[src/host_port_pkg.sv]
// Constants and types shared by the byte-wide host port design.
package host_port_pkg;

	// ****************************************
	// Register offsets in the slave core space
	// ****************************************
	localparam logic [15:0] OFS_IRQ_MASK_LOW = 16'h0008;
	localparam logic [15:0] OFS_IRQ_PENDING_LOW = 16'h0009;
	localparam logic [15:0] OFS_IRQ_PENDING_HIGH = 16'h0012;
	localparam logic [15:0] OFS_IRQ_MASK_HIGH = 16'h0013;
	localparam logic [15:0] OFS_HOST_STATUS = 16'h1ff8;
	localparam logic [15:0] OFS_HOST_COMMAND = 16'h1ffa;
	localparam logic [15:0] OFS_HOST_PORT_CONTROL = 16'h1ffb;
	localparam logic [15:0] OFS_OUTBOUND_DATA = 16'h1ffc;
	localparam logic [15:0] OFS_INBOUND_DATA = 16'h1ffe;

	// ****************************************
	// Field positions
	// ****************************************
	localparam int BIT_OUT_BUF_EMPTY_IRQ = 6;
	localparam int BIT_IN_BUF_FULL_IRQ = 7;
	localparam int BIT_CMD_BUF_FULL_IRQ = 0;
	localparam int BIT_HOST_BUS_BIT1 = 1;
	// Control register fields.
	localparam int CTL_PORT_ENABLE = 0;
	localparam int CTL_SHARED_MODE = 1;
	localparam int CTL_DEMUX_BUS = 2;
	localparam int CTL_IRQ_ON_IBE = 3;
	localparam int CTL_IRQ_ON_OBF = 4;
	// Status register fields.
	localparam int STAT_OUT_BUF_FULL = 0;
	localparam int STAT_IN_BUF_EMPTY = 1;
	localparam int STAT_CMD_BUF_FULL = 2;
	localparam int STAT_FIFO_FULL = 3;

	// ****************************************
	// Reset values and sizes
	// ****************************************
	localparam logic [7:0] RST_BYTE = 8'h00;
	localparam int BUS_WIDTH = 8;
	localparam int FIFO_DEPTH = 8;

	// ****************************************
	// Types
	// ****************************************
	typedef enum logic [3:0] {
		PH_IDLE = 4'b0001,
		PH_WRITE = 4'b0010,
		PH_READ = 4'b0100,
		PH_STALL = 4'b1000
	} phase_t;

	// Host strobes travel together: latch enable, select, write, read.
	typedef struct packed {
		logic ale;
		logic cs_n;
		logic wr_n;
		logic rd_n;
	} host_ctl_t;

	// One register access from the slave core.
	typedef struct packed {
		logic [15:0] addr;
		logic wr;
		logic rd;
		logic [7:0] wdata;
	} core_req_t;

endpackage

[src/host_port.sv]
// Host port datapath buffer and the byte-wide host port top module.
`timescale 1ns/1ps

// ****************************************
// Inbound data buffer
// ****************************************
module host_port_fifo #(
	parameter int WIDTH = 8,
	parameter int DEPTH = 8
) (
	input wire logic mclk_in,
	input wire logic rstn_in,
	input wire logic in_valid_in,
	output logic in_ready_out,
	input wire logic [WIDTH-1:0] in_data_in,
	output logic out_valid_out,
	input wire logic out_ready_in,
	output logic [WIDTH-1:0] out_data_out
);
	localparam int AW = (DEPTH > 1) ? $clog2(DEPTH) : 1;
	localparam logic [AW:0] DEPTH_CNT = (AW + 1)'(DEPTH);
	localparam logic [AW-1:0] LAST_IDX = AW'(DEPTH - 1);
	localparam logic [AW-1:0] IDX_ZERO = '0;
	localparam logic [AW-1:0] IDX_ONE = AW'(1);
	localparam logic [AW:0] CNT_ONE = (AW + 1)'(1);

	typedef struct packed {
		logic [DEPTH-1:0][WIDTH-1:0] mem;
		logic [AW-1:0] wr_idx;
		logic [AW-1:0] rd_idx;
		logic [AW:0] count;
	} fifo_state_t;

	fifo_state_t st_r;
	fifo_state_t st_nxt;
	logic push;
	logic pop;

	// Wraps an index at the depth, which need not be a power of two.
	function automatic logic [AW-1:0] step(input logic [AW-1:0] idx);
		step = (idx == LAST_IDX) ? IDX_ZERO : idx + IDX_ONE;
	endfunction

	// Full and empty come straight from the count so they never lie.
	assign in_ready_out = (st_r.count != DEPTH_CNT);
	assign out_valid_out = (st_r.count != '0);
	assign out_data_out = st_r.mem[st_r.rd_idx];
	assign push = in_valid_in & in_ready_out;
	assign pop = out_valid_out & out_ready_in;

	// Next state of storage, pointers and count.
	always_comb begin
		st_nxt = st_r;
		if (push) begin
			st_nxt.mem[st_r.wr_idx] = in_data_in;
			st_nxt.wr_idx = step(st_r.wr_idx);
		end
		if (pop) begin
			st_nxt.rd_idx = step(st_r.rd_idx);
		end
		if (push && !pop) begin
			st_nxt.count = st_r.count + CNT_ONE;
		end else if (pop && !push) begin
			st_nxt.count = st_r.count - CNT_ONE;
		end
	end

	// State register.
	always_ff @(posedge mclk_in or negedge rstn_in) begin
		if (!rstn_in) begin
			st_r <= '0;
		end else begin
			st_r <= st_nxt;
		end
	end
endmodule

// ****************************************
// Host port top
// ****************************************
module host_port #(
	parameter int BUS_W = host_port_pkg::BUS_WIDTH,
	parameter int DEPTH = host_port_pkg::FIFO_DEPTH
) (
	input wire logic mclk_in,
	input wire logic rstn_in,
	input wire logic [BUS_W-1:0] host_bus_in,
	output logic [BUS_W-1:0] host_bus_out,
	output logic host_bus_oe_out,
	input wire logic host_addr_latch_en_in,
	input wire logic host_chip_sel_n_in,
	input wire logic host_write_n_in,
	input wire logic host_read_n_in,
	output logic host_irq_out,
	output logic host_irq_oe_out,
	output logic control_port_low_oe_out,
	output logic host_in_ready_out,
	input wire logic [15:0] core_addr_in,
	input wire logic core_wr_in,
	input wire logic core_rd_in,
	input wire logic [7:0] core_wdata_in,
	output logic [7:0] core_rdata_out
);
	typedef struct packed {
		logic [BUS_W-1:0] bus_s1;
		logic [BUS_W-1:0] bus_s2;
		host_port_pkg::host_ctl_t ctl_s1;
		host_port_pkg::host_ctl_t ctl_s2;
		host_port_pkg::host_ctl_t ctl_d;
		logic sel_latched;
		logic sel_taken;
		host_port_pkg::phase_t phase;
		logic [BUS_W-1:0] wr_data;
		logic [BUS_W-1:0] rd_data;
		logic bus_oe;
		logic [7:0] irq_mask_low;
		logic [7:0] irq_mask_high;
		logic [7:0] irq_pending_low;
		logic [7:0] irq_pending_high;
		logic [7:0] host_command;
		logic [7:0] host_port_control;
		logic [7:0] outbound_data;
		logic out_buf_full;
		logic cmd_buf_full;
		logic [7:0] core_rdata;
	} port_state_t;

	port_state_t st_r;
	port_state_t st_nxt;
	host_port_pkg::host_ctl_t ctl_pins;
	host_port_pkg::core_req_t core_req;
	logic fifo_in_valid;
	logic fifo_in_ready;
	logic fifo_out_valid;
	logic fifo_pop;
	logic [BUS_W-1:0] fifo_head;
	logic port_en;
	logic demux;
	logic reg_sel;
	logic access_ok;
	logic data_commit;
	logic cmd_land;
	logic [7:0] status;

	// Rising and falling edges of a synchronised strobe.
	function automatic logic rose(input logic prev, input logic cur);
		rose = !prev && cur;
	endfunction

	function automatic logic fell(input logic prev, input logic cur);
		fell = prev && !cur;
	endfunction

	// Core register hit test, used by both read and write decoding.
	function automatic logic hit(input logic [15:0] a, input logic [15:0] o);
		hit = (a == o);
	endfunction

	assign ctl_pins = '{ale: host_addr_latch_en_in,
		cs_n: host_chip_sel_n_in,
		wr_n: host_write_n_in,
		rd_n: host_read_n_in};
	assign core_req = '{addr: core_addr_in, wr: core_wr_in,
		rd: core_rd_in, wdata: core_wdata_in};

	// Mode decode; shared memory mode forces the multiplexed bus.
	assign port_en = st_r.host_port_control[host_port_pkg::CTL_PORT_ENABLE];
	assign demux = st_r.host_port_control[host_port_pkg::CTL_DEMUX_BUS] &
		~st_r.host_port_control[host_port_pkg::CTL_SHARED_MODE];
	assign reg_sel = demux ? st_r.ctl_s2.ale : st_r.sel_latched;
	assign access_ok = port_en & ~st_r.ctl_s2.cs_n;

	// Inbound buffer empty is simply the buffer having nothing to give.
	assign status = {4'h0, ~fifo_in_ready, st_r.cmd_buf_full,
		~fifo_out_valid, st_r.out_buf_full};

	// A master data write waits in the stall phase until there is room.
	assign data_commit = (st_r.phase == host_port_pkg::PH_STALL) ||
		((st_r.phase == host_port_pkg::PH_WRITE) &&
		rose(st_r.ctl_d.wr_n, st_r.ctl_s2.wr_n) && !st_r.sel_taken);
	assign cmd_land = (st_r.phase == host_port_pkg::PH_WRITE) &&
		rose(st_r.ctl_d.wr_n, st_r.ctl_s2.wr_n) && st_r.sel_taken;
	assign fifo_in_valid = data_commit;
	assign fifo_pop = core_req.rd &&
		hit(core_req.addr, host_port_pkg::OFS_INBOUND_DATA);

	host_port_fifo #(
		.WIDTH(BUS_W),
		.DEPTH(DEPTH)
	) inbound_fifo (
		.mclk_in(mclk_in),
		.rstn_in(rstn_in),
		.in_valid_in(fifo_in_valid),
		.in_ready_out(fifo_in_ready),
		.in_data_in(st_r.wr_data),
		.out_valid_out(fifo_out_valid),
		.out_ready_in(fifo_pop),
		.out_data_out(fifo_head)
	);

	// Pin side outputs; the interrupt pin and control inputs follow enable.
	assign host_bus_out = st_r.rd_data;
	assign host_bus_oe_out = st_r.bus_oe;
	assign host_irq_oe_out = port_en;
	assign control_port_low_oe_out = ~port_en;
	assign host_in_ready_out = fifo_in_ready;
	assign core_rdata_out = st_r.core_rdata;
	// Interrupt is high while the port is enabled and a gated buffer flag is set.
	assign host_irq_out = port_en &
		((~fifo_out_valid &
		st_r.host_port_control[host_port_pkg::CTL_IRQ_ON_IBE]) |
		(st_r.out_buf_full &
		st_r.host_port_control[host_port_pkg::CTL_IRQ_ON_OBF]));

	// Next state: synchronisers, host phase machine, core registers.
	always_comb begin
		st_nxt = st_r;
		// Two stages before anything looks at a pin.
		st_nxt.bus_s1 = host_bus_in;
		st_nxt.bus_s2 = st_r.bus_s1;
		st_nxt.ctl_s1 = ctl_pins;
		st_nxt.ctl_s2 = st_r.ctl_s1;
		st_nxt.ctl_d = st_r.ctl_s2;

		// Multiplexed bus: address latch enable captures bit one.
		if (!demux && st_r.ctl_s2.ale) begin
			st_nxt.sel_latched =
				st_r.bus_s2[host_port_pkg::BIT_HOST_BUS_BIT1];
		end

		// Host access sequencing, one update per strobe edge.
		case (st_r.phase)
			host_port_pkg::PH_IDLE: begin
				st_nxt.bus_oe = 1'b0;
				if (access_ok && fell(st_r.ctl_d.wr_n, st_r.ctl_s2.wr_n)) begin
					st_nxt.phase = host_port_pkg::PH_WRITE;
					st_nxt.sel_taken = reg_sel;
					st_nxt.wr_data = st_r.bus_s2;
				end else if (access_ok &&
					fell(st_r.ctl_d.rd_n, st_r.ctl_s2.rd_n)) begin
					// Select low reads outbound data, high reads status.
					st_nxt.phase = host_port_pkg::PH_READ;
					st_nxt.sel_taken = reg_sel;
					st_nxt.rd_data = reg_sel ? status : st_r.outbound_data;
					st_nxt.bus_oe = 1'b1;
				end
			end
			host_port_pkg::PH_WRITE: begin
				// Track the bus while both strobes stay low.
				if (!st_r.ctl_s2.wr_n && !st_r.ctl_s2.cs_n) begin
					st_nxt.wr_data = st_r.bus_s2;
				end
				if (rose(st_r.ctl_d.wr_n, st_r.ctl_s2.wr_n)) begin
					if (st_r.sel_taken) begin
						// Writes at the status select land here too.
						st_nxt.host_command = st_r.wr_data;
						st_nxt.cmd_buf_full = 1'b1;
						st_nxt.irq_pending_high[host_port_pkg::BIT_CMD_BUF_FULL_IRQ] =
							1'b1;
						st_nxt.phase = host_port_pkg::PH_IDLE;
					end else if (fifo_in_ready) begin
						// Writes at the outbound select go inbound.
						st_nxt.irq_pending_low[host_port_pkg::BIT_OUT_BUF_EMPTY_IRQ] =
							1'b1;
						st_nxt.phase = host_port_pkg::PH_IDLE;
					end else begin
						st_nxt.phase = host_port_pkg::PH_STALL;
					end
				end
			end
			host_port_pkg::PH_STALL: begin
				// The push above is held until the core drains a byte.
				if (fifo_in_ready) begin
					st_nxt.irq_pending_low[host_port_pkg::BIT_OUT_BUF_EMPTY_IRQ] =
						1'b1;
					st_nxt.phase = host_port_pkg::PH_IDLE;
				end
			end
			host_port_pkg::PH_READ: begin
				if (st_r.ctl_s2.rd_n || st_r.ctl_s2.cs_n) begin
					st_nxt.bus_oe = 1'b0;
					st_nxt.phase = host_port_pkg::PH_IDLE;
					if (!st_r.sel_taken) begin
						st_nxt.out_buf_full = 1'b0;
						st_nxt.irq_pending_low[host_port_pkg::BIT_IN_BUF_FULL_IRQ] =
							1'b1;
					end
				end
			end
			default: begin
				st_nxt.phase = host_port_pkg::PH_IDLE;
				st_nxt.bus_oe = 1'b0;
			end
		endcase

		// Core register writes; hardware sets above win over clears.
		if (core_req.wr) begin
			if (hit(core_req.addr, host_port_pkg::OFS_IRQ_MASK_LOW)) begin
				st_nxt.irq_mask_low = core_req.wdata;
			end else if (hit(core_req.addr,
				host_port_pkg::OFS_IRQ_MASK_HIGH)) begin
				st_nxt.irq_mask_high = core_req.wdata;
			end else if (hit(core_req.addr,
				host_port_pkg::OFS_IRQ_PENDING_LOW)) begin
				st_nxt.irq_pending_low = core_req.wdata |
					(st_nxt.irq_pending_low & ~st_r.irq_pending_low);
			end else if (hit(core_req.addr,
				host_port_pkg::OFS_IRQ_PENDING_HIGH)) begin
				st_nxt.irq_pending_high = core_req.wdata |
					(st_nxt.irq_pending_high & ~st_r.irq_pending_high);
			end else if (hit(core_req.addr,
				host_port_pkg::OFS_HOST_COMMAND)) begin
				if (!cmd_land) begin
					st_nxt.host_command = core_req.wdata;
				end
			end else if (hit(core_req.addr,
				host_port_pkg::OFS_HOST_PORT_CONTROL)) begin
				st_nxt.host_port_control = core_req.wdata;
			end else if (hit(core_req.addr,
				host_port_pkg::OFS_OUTBOUND_DATA)) begin
				st_nxt.outbound_data = core_req.wdata;
				st_nxt.out_buf_full = 1'b1;
			end
		end

		// Core reads answer one cycle later; unmapped reads give zero.
		st_nxt.core_rdata = host_port_pkg::RST_BYTE;
		if (core_req.rd) begin
			if (hit(core_req.addr, host_port_pkg::OFS_IRQ_MASK_LOW)) begin
				st_nxt.core_rdata = st_r.irq_mask_low;
			end else if (hit(core_req.addr,
				host_port_pkg::OFS_IRQ_MASK_HIGH)) begin
				st_nxt.core_rdata = st_r.irq_mask_high;
			end else if (hit(core_req.addr,
				host_port_pkg::OFS_IRQ_PENDING_LOW)) begin
				st_nxt.core_rdata = st_r.irq_pending_low;
			end else if (hit(core_req.addr,
				host_port_pkg::OFS_IRQ_PENDING_HIGH)) begin
				st_nxt.core_rdata = st_r.irq_pending_high;
			end else if (hit(core_req.addr,
				host_port_pkg::OFS_HOST_STATUS)) begin
				st_nxt.core_rdata = status;
			end else if (hit(core_req.addr,
				host_port_pkg::OFS_HOST_COMMAND)) begin
				st_nxt.core_rdata = st_r.host_command;
				// Reading the command frees it unless a new one lands now.
				if (!cmd_land) begin
					st_nxt.cmd_buf_full = 1'b0;
				end
			end else if (hit(core_req.addr,
				host_port_pkg::OFS_HOST_PORT_CONTROL)) begin
				st_nxt.core_rdata = st_r.host_port_control;
			end else if (hit(core_req.addr,
				host_port_pkg::OFS_OUTBOUND_DATA)) begin
				st_nxt.core_rdata = st_r.outbound_data;
			end else if (hit(core_req.addr,
				host_port_pkg::OFS_INBOUND_DATA)) begin
				// Popping the last byte sets the empty flag again.
				st_nxt.core_rdata = fifo_out_valid ? fifo_head :
					host_port_pkg::RST_BYTE;
			end
		end

		// Disabling the port abandons any host access in flight.
		if (!port_en) begin
			st_nxt.phase = host_port_pkg::PH_IDLE;
			st_nxt.bus_oe = 1'b0;
		end
	end

	// State register; select, write and read strobes reset to their idle high level, latch enable low.
	always_ff @(posedge mclk_in or negedge rstn_in) begin
		if (!rstn_in) begin
			st_r <= '0;
			st_r.ctl_s1 <= '{ale: 1'b0, cs_n: 1'b1, wr_n: 1'b1, rd_n: 1'b1};
			st_r.ctl_s2 <= '{ale: 1'b0, cs_n: 1'b1, wr_n: 1'b1, rd_n: 1'b1};
			st_r.ctl_d <= '{ale: 1'b0, cs_n: 1'b1, wr_n: 1'b1, rd_n: 1'b1};
			st_r.phase <= host_port_pkg::PH_IDLE;
		end else begin
			st_r <= st_nxt;
		end
	end
endmodule

[config.mk]
export PLATFORM = sky130hd
export DESIGN_NAME = host_port
export DESIGN_NICKNAME = d
export VERILOG_FILES = /design/src/host_port_pkg.sv /design/src/host_port.sv
export SDC_FILE = /design/constraint.sdc
export NUM_CORES = 1
export LEC_CHECK = 0
export ABC_AREA = 1
export BUFFER_PORTS_ARGS = -buffer_cell sky130_fd_sc_hd__clkbuf_2
export CAP_MARGIN = 10
export CORE_MARGIN = 5
export CORE_UTILIZATION = 35
export CTS_BUF_LIST = sky130_fd_sc_hd__clkbuf_2
export CTS_CLUSTER_SIZE = 24
export DETAILED_ROUTE_END_ITERATION = 8
export GPL_TIMING_DRIVEN = 0
export HOLD_SLACK_MARGIN = 0.05
export MAX_ROUTING_LAYER = met4
export PLACE_DENSITY_LB_ADDON = 0.15
export SLEW_MARGIN = 15
export SYNTH_ARGS = -nofsm -noshare
export SYNTH_HDL_FRONTEND = slang
export SYNTH_SLANG_ARGS = --single-unit
[constraint.sdc]
create_clock -name mclk_in -period 3.4 [get_ports mclk_in]
set_input_delay 0.68 -clock mclk_in [delete_from_list [all_inputs] [get_ports mclk_in]]
set_output_delay 0.68 -clock mclk_in [all_outputs]
set_load 0.05 [all_outputs]
==> flow_summary_export.csv <==
group,metric,value,unit
floorplanning,io_pins,61,
logic_synthesis,avgSynthCellArea,8.47,um^2
logic_synthesis,async_flop_share,100,%
logic_synthesis,ys_ff_latch,189,
logic_synthesis,synth_area_leaders,"dfrtp_1 (50%), nand2_1 (14%), o21ai_0 (6.6%)",
clocking,cts.path.max_buffers,2,
timing,setup_violations,0,
grt,grt_overflow,0,
critical_path,critPathLaunchType,"flip-flop",
logic_synthesis,synth_top_family_by_area,"simple AND/OR/NAND/NOR gates",
finish,area_growth,12.6,%
detailed_routing,dr_total_vias,7058,
status,status,"complete, no violations",
logic_synthesis,synth_fa_ha_area_share,1.20,%
logic_synthesis,synthMuxAreaShare,0.251,%
timing,hold_violations,0,
timing,rsz0062_at_grt,"no",
floorplanning,rows,58,
clocking,clock_latency,0.78,ns
clocking,cts_tree,"yes",
critical_path,path_common_cell,"nand2_1",
grt,grtUsageTotal,17.4,%
detailed_routing,wl,23.7,mm
timing,whs,0.183,ns
detailed_routing,routedWlPerCell,15.8,um
logic_synthesis,synth_compound_area_share,12.6,%
finish,fin_nets,1200,
place,hpwl,17.0,mm
detailed_routing,wl_met1,11.9,mm
timing,period_needed,3.11,ns
floorplanning,initial_core_util,35.6,%
clocking,cts_made_buffers,17,
clocking,cts-root-buf,"clkbuf_2",
timing,setup_tns,0,ns
place,post_dp_cell_area,9740,um^2
logic_synthesis,syn_area,8970,um^2
timing,max_freq,321,MHz
detailed_routing,drc,0,
place,gp_congestion,0.870,
timing,slew_violations,0,
power_and_ir_drop,cellLeakagePower,4.86,nW
logic_synthesis,yosysTopAreaCellShare,50.2,%
floorplanning,die_x,170,um
timing,setup_slack,0.286,ns
logic_synthesis,synth-simple-area-share,25.4,%
grt,grt_max_degree,70,
place,io_buffers,59,
logic_synthesis,synthXorXnorAreaFrac,0.293,%
finish,design_area,10100,um^2
floorplanning,dieArea,28900,um^2
logic_synthesis,ys.flop_type,"dfrtp_1",
power_and_ir_drop,power_density,349,nW/um^2
detailed_routing,highest-signal-layer,"met4",
critical_path,cp.arrival,2.43,ns
finish,drive_gt1_share,18.1,%
detailed_routing,drt_iter0_drc,541,
logic_synthesis,synth_largest_area_cell,"dfrtp_1",
timing,fin_skew,0.0466,ns
grt,antenna_found_initial,1,
critical_path,critPathBufInv,1,
logic_synthesis,synth_edf_count,0,
critical_path,critPathMaxStageDelay,0.50,ns
critical_path,cpMaxStageDelayCell,"dfrtp_1",
logic_synthesis,netlist_instances,1059,
job,maxCapViolCount,0,
critical_path,path_class,"flip-flop to primary output",
detailed_routing,met2_length,10.6,mm
power_and_ir_drop,vdd.ir_drop.worst,242,uV
critical_path,endpoint_kind,"primary output",
logic_synthesis,yosysUniqueCellTypes,45,
critical_path,crit_family,"simple AND/OR/NAND/NOR gates",
logic_synthesis,seq_area_frac_synth,52.8,%
critical_path,required,2.72,ns
clocking,cts_setup_buffers,0,
detailed_routing,avgViaCountPerCell,4.71,
critical_path,critPathMaxFanout,4,
timing,tightestPinTransition,0.975,ns
timing,min_period_over_period,91.6,%
clocking,cts.sinks,189,
critical_path,path_cells,"nor2_1, nand2_1, nor2_2, nand2_1, a21oi_1, clkbuf_2",
clocking,clk_pin_slew,0.28,ns
floorplanning,core,25200,um^2
clocking,cts.htree.levels,4,
detailed_routing,detail-route-antenna-nets,0,
worst_hold_path,hold_class,"input port to flip-flop",
timing,relSlewSlack,34.5,%
detailed_routing,route.met3.wl,971,um
detailed_routing,drt_pass1_iterations,5,
logic_synthesis,syn_nets,1107,
grt,grt_first_pass_wirelength,38.1,mm
place,pre_cts_slack,0.276,ns
grt,grt_pass1_vias,6768,
logic_synthesis,yosys_warnings,0,
floorplanning,die_y,170,um
## power by group
group / total [mW] / internal [mW] / switching (mW)
Clock: 1.09 / 0.225 / 0.864
Sequential: 2.28 / 2.28 / 0.00573
Combinational: 0.158 / 0.0471 / 0.111
Total: 3.53 / 2.55 / 0.981
## through the flow
step | util (%) | total power [mW] | cells
after floorplan | - | 2.36 | 1059
after global placement | 38.4 | 2.46 | 1448
after detailed placement | 38.7 | 2.47 | 1450
after CTS | 40.1 | 3.58 | 1495
after global routing | 40.1 | 3.70 | 1497
final | 40.1 | 3.53 | 1497
## layout make-up
cell class	instances	area [um^2]
Sequential cell	189	4740
Fill cell	2608	15100
Tap cell	330	413
Multi-Input combinational cell	727	3570
Clock inverter	14	133
Inverter	93	352
Clock buffer	18	90.1
Buffer	50	308
Antenna cell	2	5.00
Timing Repair Buffer	74	489
## per-layer routing
metal	vias to the layer above	track usage [%]
met4	0	3.16
met5	-	-
li1	3591	-
met3	13	3.07
met1	3329	25.3
met2	125	25.8
## cell usage in the layout, fill, tap and decap left out, types with 3 or more instances in the layout
cell           instances
inv_8                  3
buf_6                  3
xnor2_1                3
nand4_1                3
nor2_8                 3
o21ai_2                7
nand2_2                8
clkbuf_1              13
dlygate4sd3_1         13
nand2_1              326
nand2_4                6
nor2_4                 7
buf_4                 18
inv_1                 81
clkinvlp_4             3
nor2_2                 8
nor3_1                 7
a21oi_1               42
ha_1                   7
dfstp_2                9
or2_2                  6
nand3_1               66
o21ai_1               42
clkbuf_2              76
inv_2                 10
nand3_2                9
nor2_1                39
buf_2                 15
o21ai_0              118
dfrtp_1              180
## what timing repair did
| item | CTS | global route |
|---|---|---|
| hold buffers | 13 | 0 |
| setup endpoints to repair | 0 | 1 |
| resized for setup | 0 | 1 |
| endpoints found under the hold margin | 62 | 0 |
## sequential cells by signal, summed over array words and instances, names as in the netlist
register           count
st_r                  81
inbound_fifo.st_r     74
st_nxt                16
core_rdata_out         8
host_bus_out           8
host_bus_oe_out        1
host_irq_oe_out        1
## cells by family (layout without fill, tap and decap cells)
group / after synthesis / count (layout)
DFF: 189 / 189
adders and majority gates: 8 / 8
muxes: 2 / 2
xor gates and xnor gates: 3 / 3
other: 0 / 2
and+or+nand+nor: 497 / 497
AOI/OAI and AO/OA: 217 / 217
buffers and inverters: 143 / 249
## worst paths after layout
| check | to | start | cells past startpoint | slack (ns) |
|---|---|---|---|---|
| setup / recovery | host_irq_out | inbound_fifo.st_r[0]$_DFFE_PN0P_ | 6 | 0.29 |
| hold / removal | st_r[34]$_DFF_PN0_ | core_wdata_in[0] | 3 | 0.18 |
| setup reg to reg | inbound_fifo.st_r[3]$_DFFE_PN0P_ | st_nxt[90]$_DFF_PN1_ | 15 | 0.66 |
| hold reg to reg | st_nxt[89]$_DFF_PN1_ | st_nxt[93]$_DFF_PN1_ | 0 | 0.38 |
| max in group asynchronous | st_r[48]$_DFF_PN0_ | rstn_in | 3 | 2.26 |
| min in group asynchronous | inbound_fifo.st_r[48]$_DFFE_PN0P_ | rstn_in | 2 | 0.37 |
## synth_stat cells, types with 2 or more instances
cell and instances:
nand2_1 326, dfrtp_1 180, o21ai_0 118, inv_1 81
nand3_1 66, a21oi_1 42, o21ai_1 42, nor2_1 40
buf_4 18, buf_2 15, clkbuf_1 13, inv_2 10
dfstp_2 9, nand3_2 9, nand2_2 8, ha_1 7
nor2_2 7, nor2_4 7, nor3_1 7, o21ai_2 7
nand2_4 6, or2_2 6, buf_6 3, nand4_1 3
nor2_8 3, xnor2_1 3, a21oi_2 2, mux2_2 2
nand3b_1 2, nor4_1 2
## worst min-delay path, stage by stage
cell and delay [ns]:
clkbuf_2 0.10, nand3_1 0.07, nand2_1 0.05
Power figures use the tool's default switching activity.
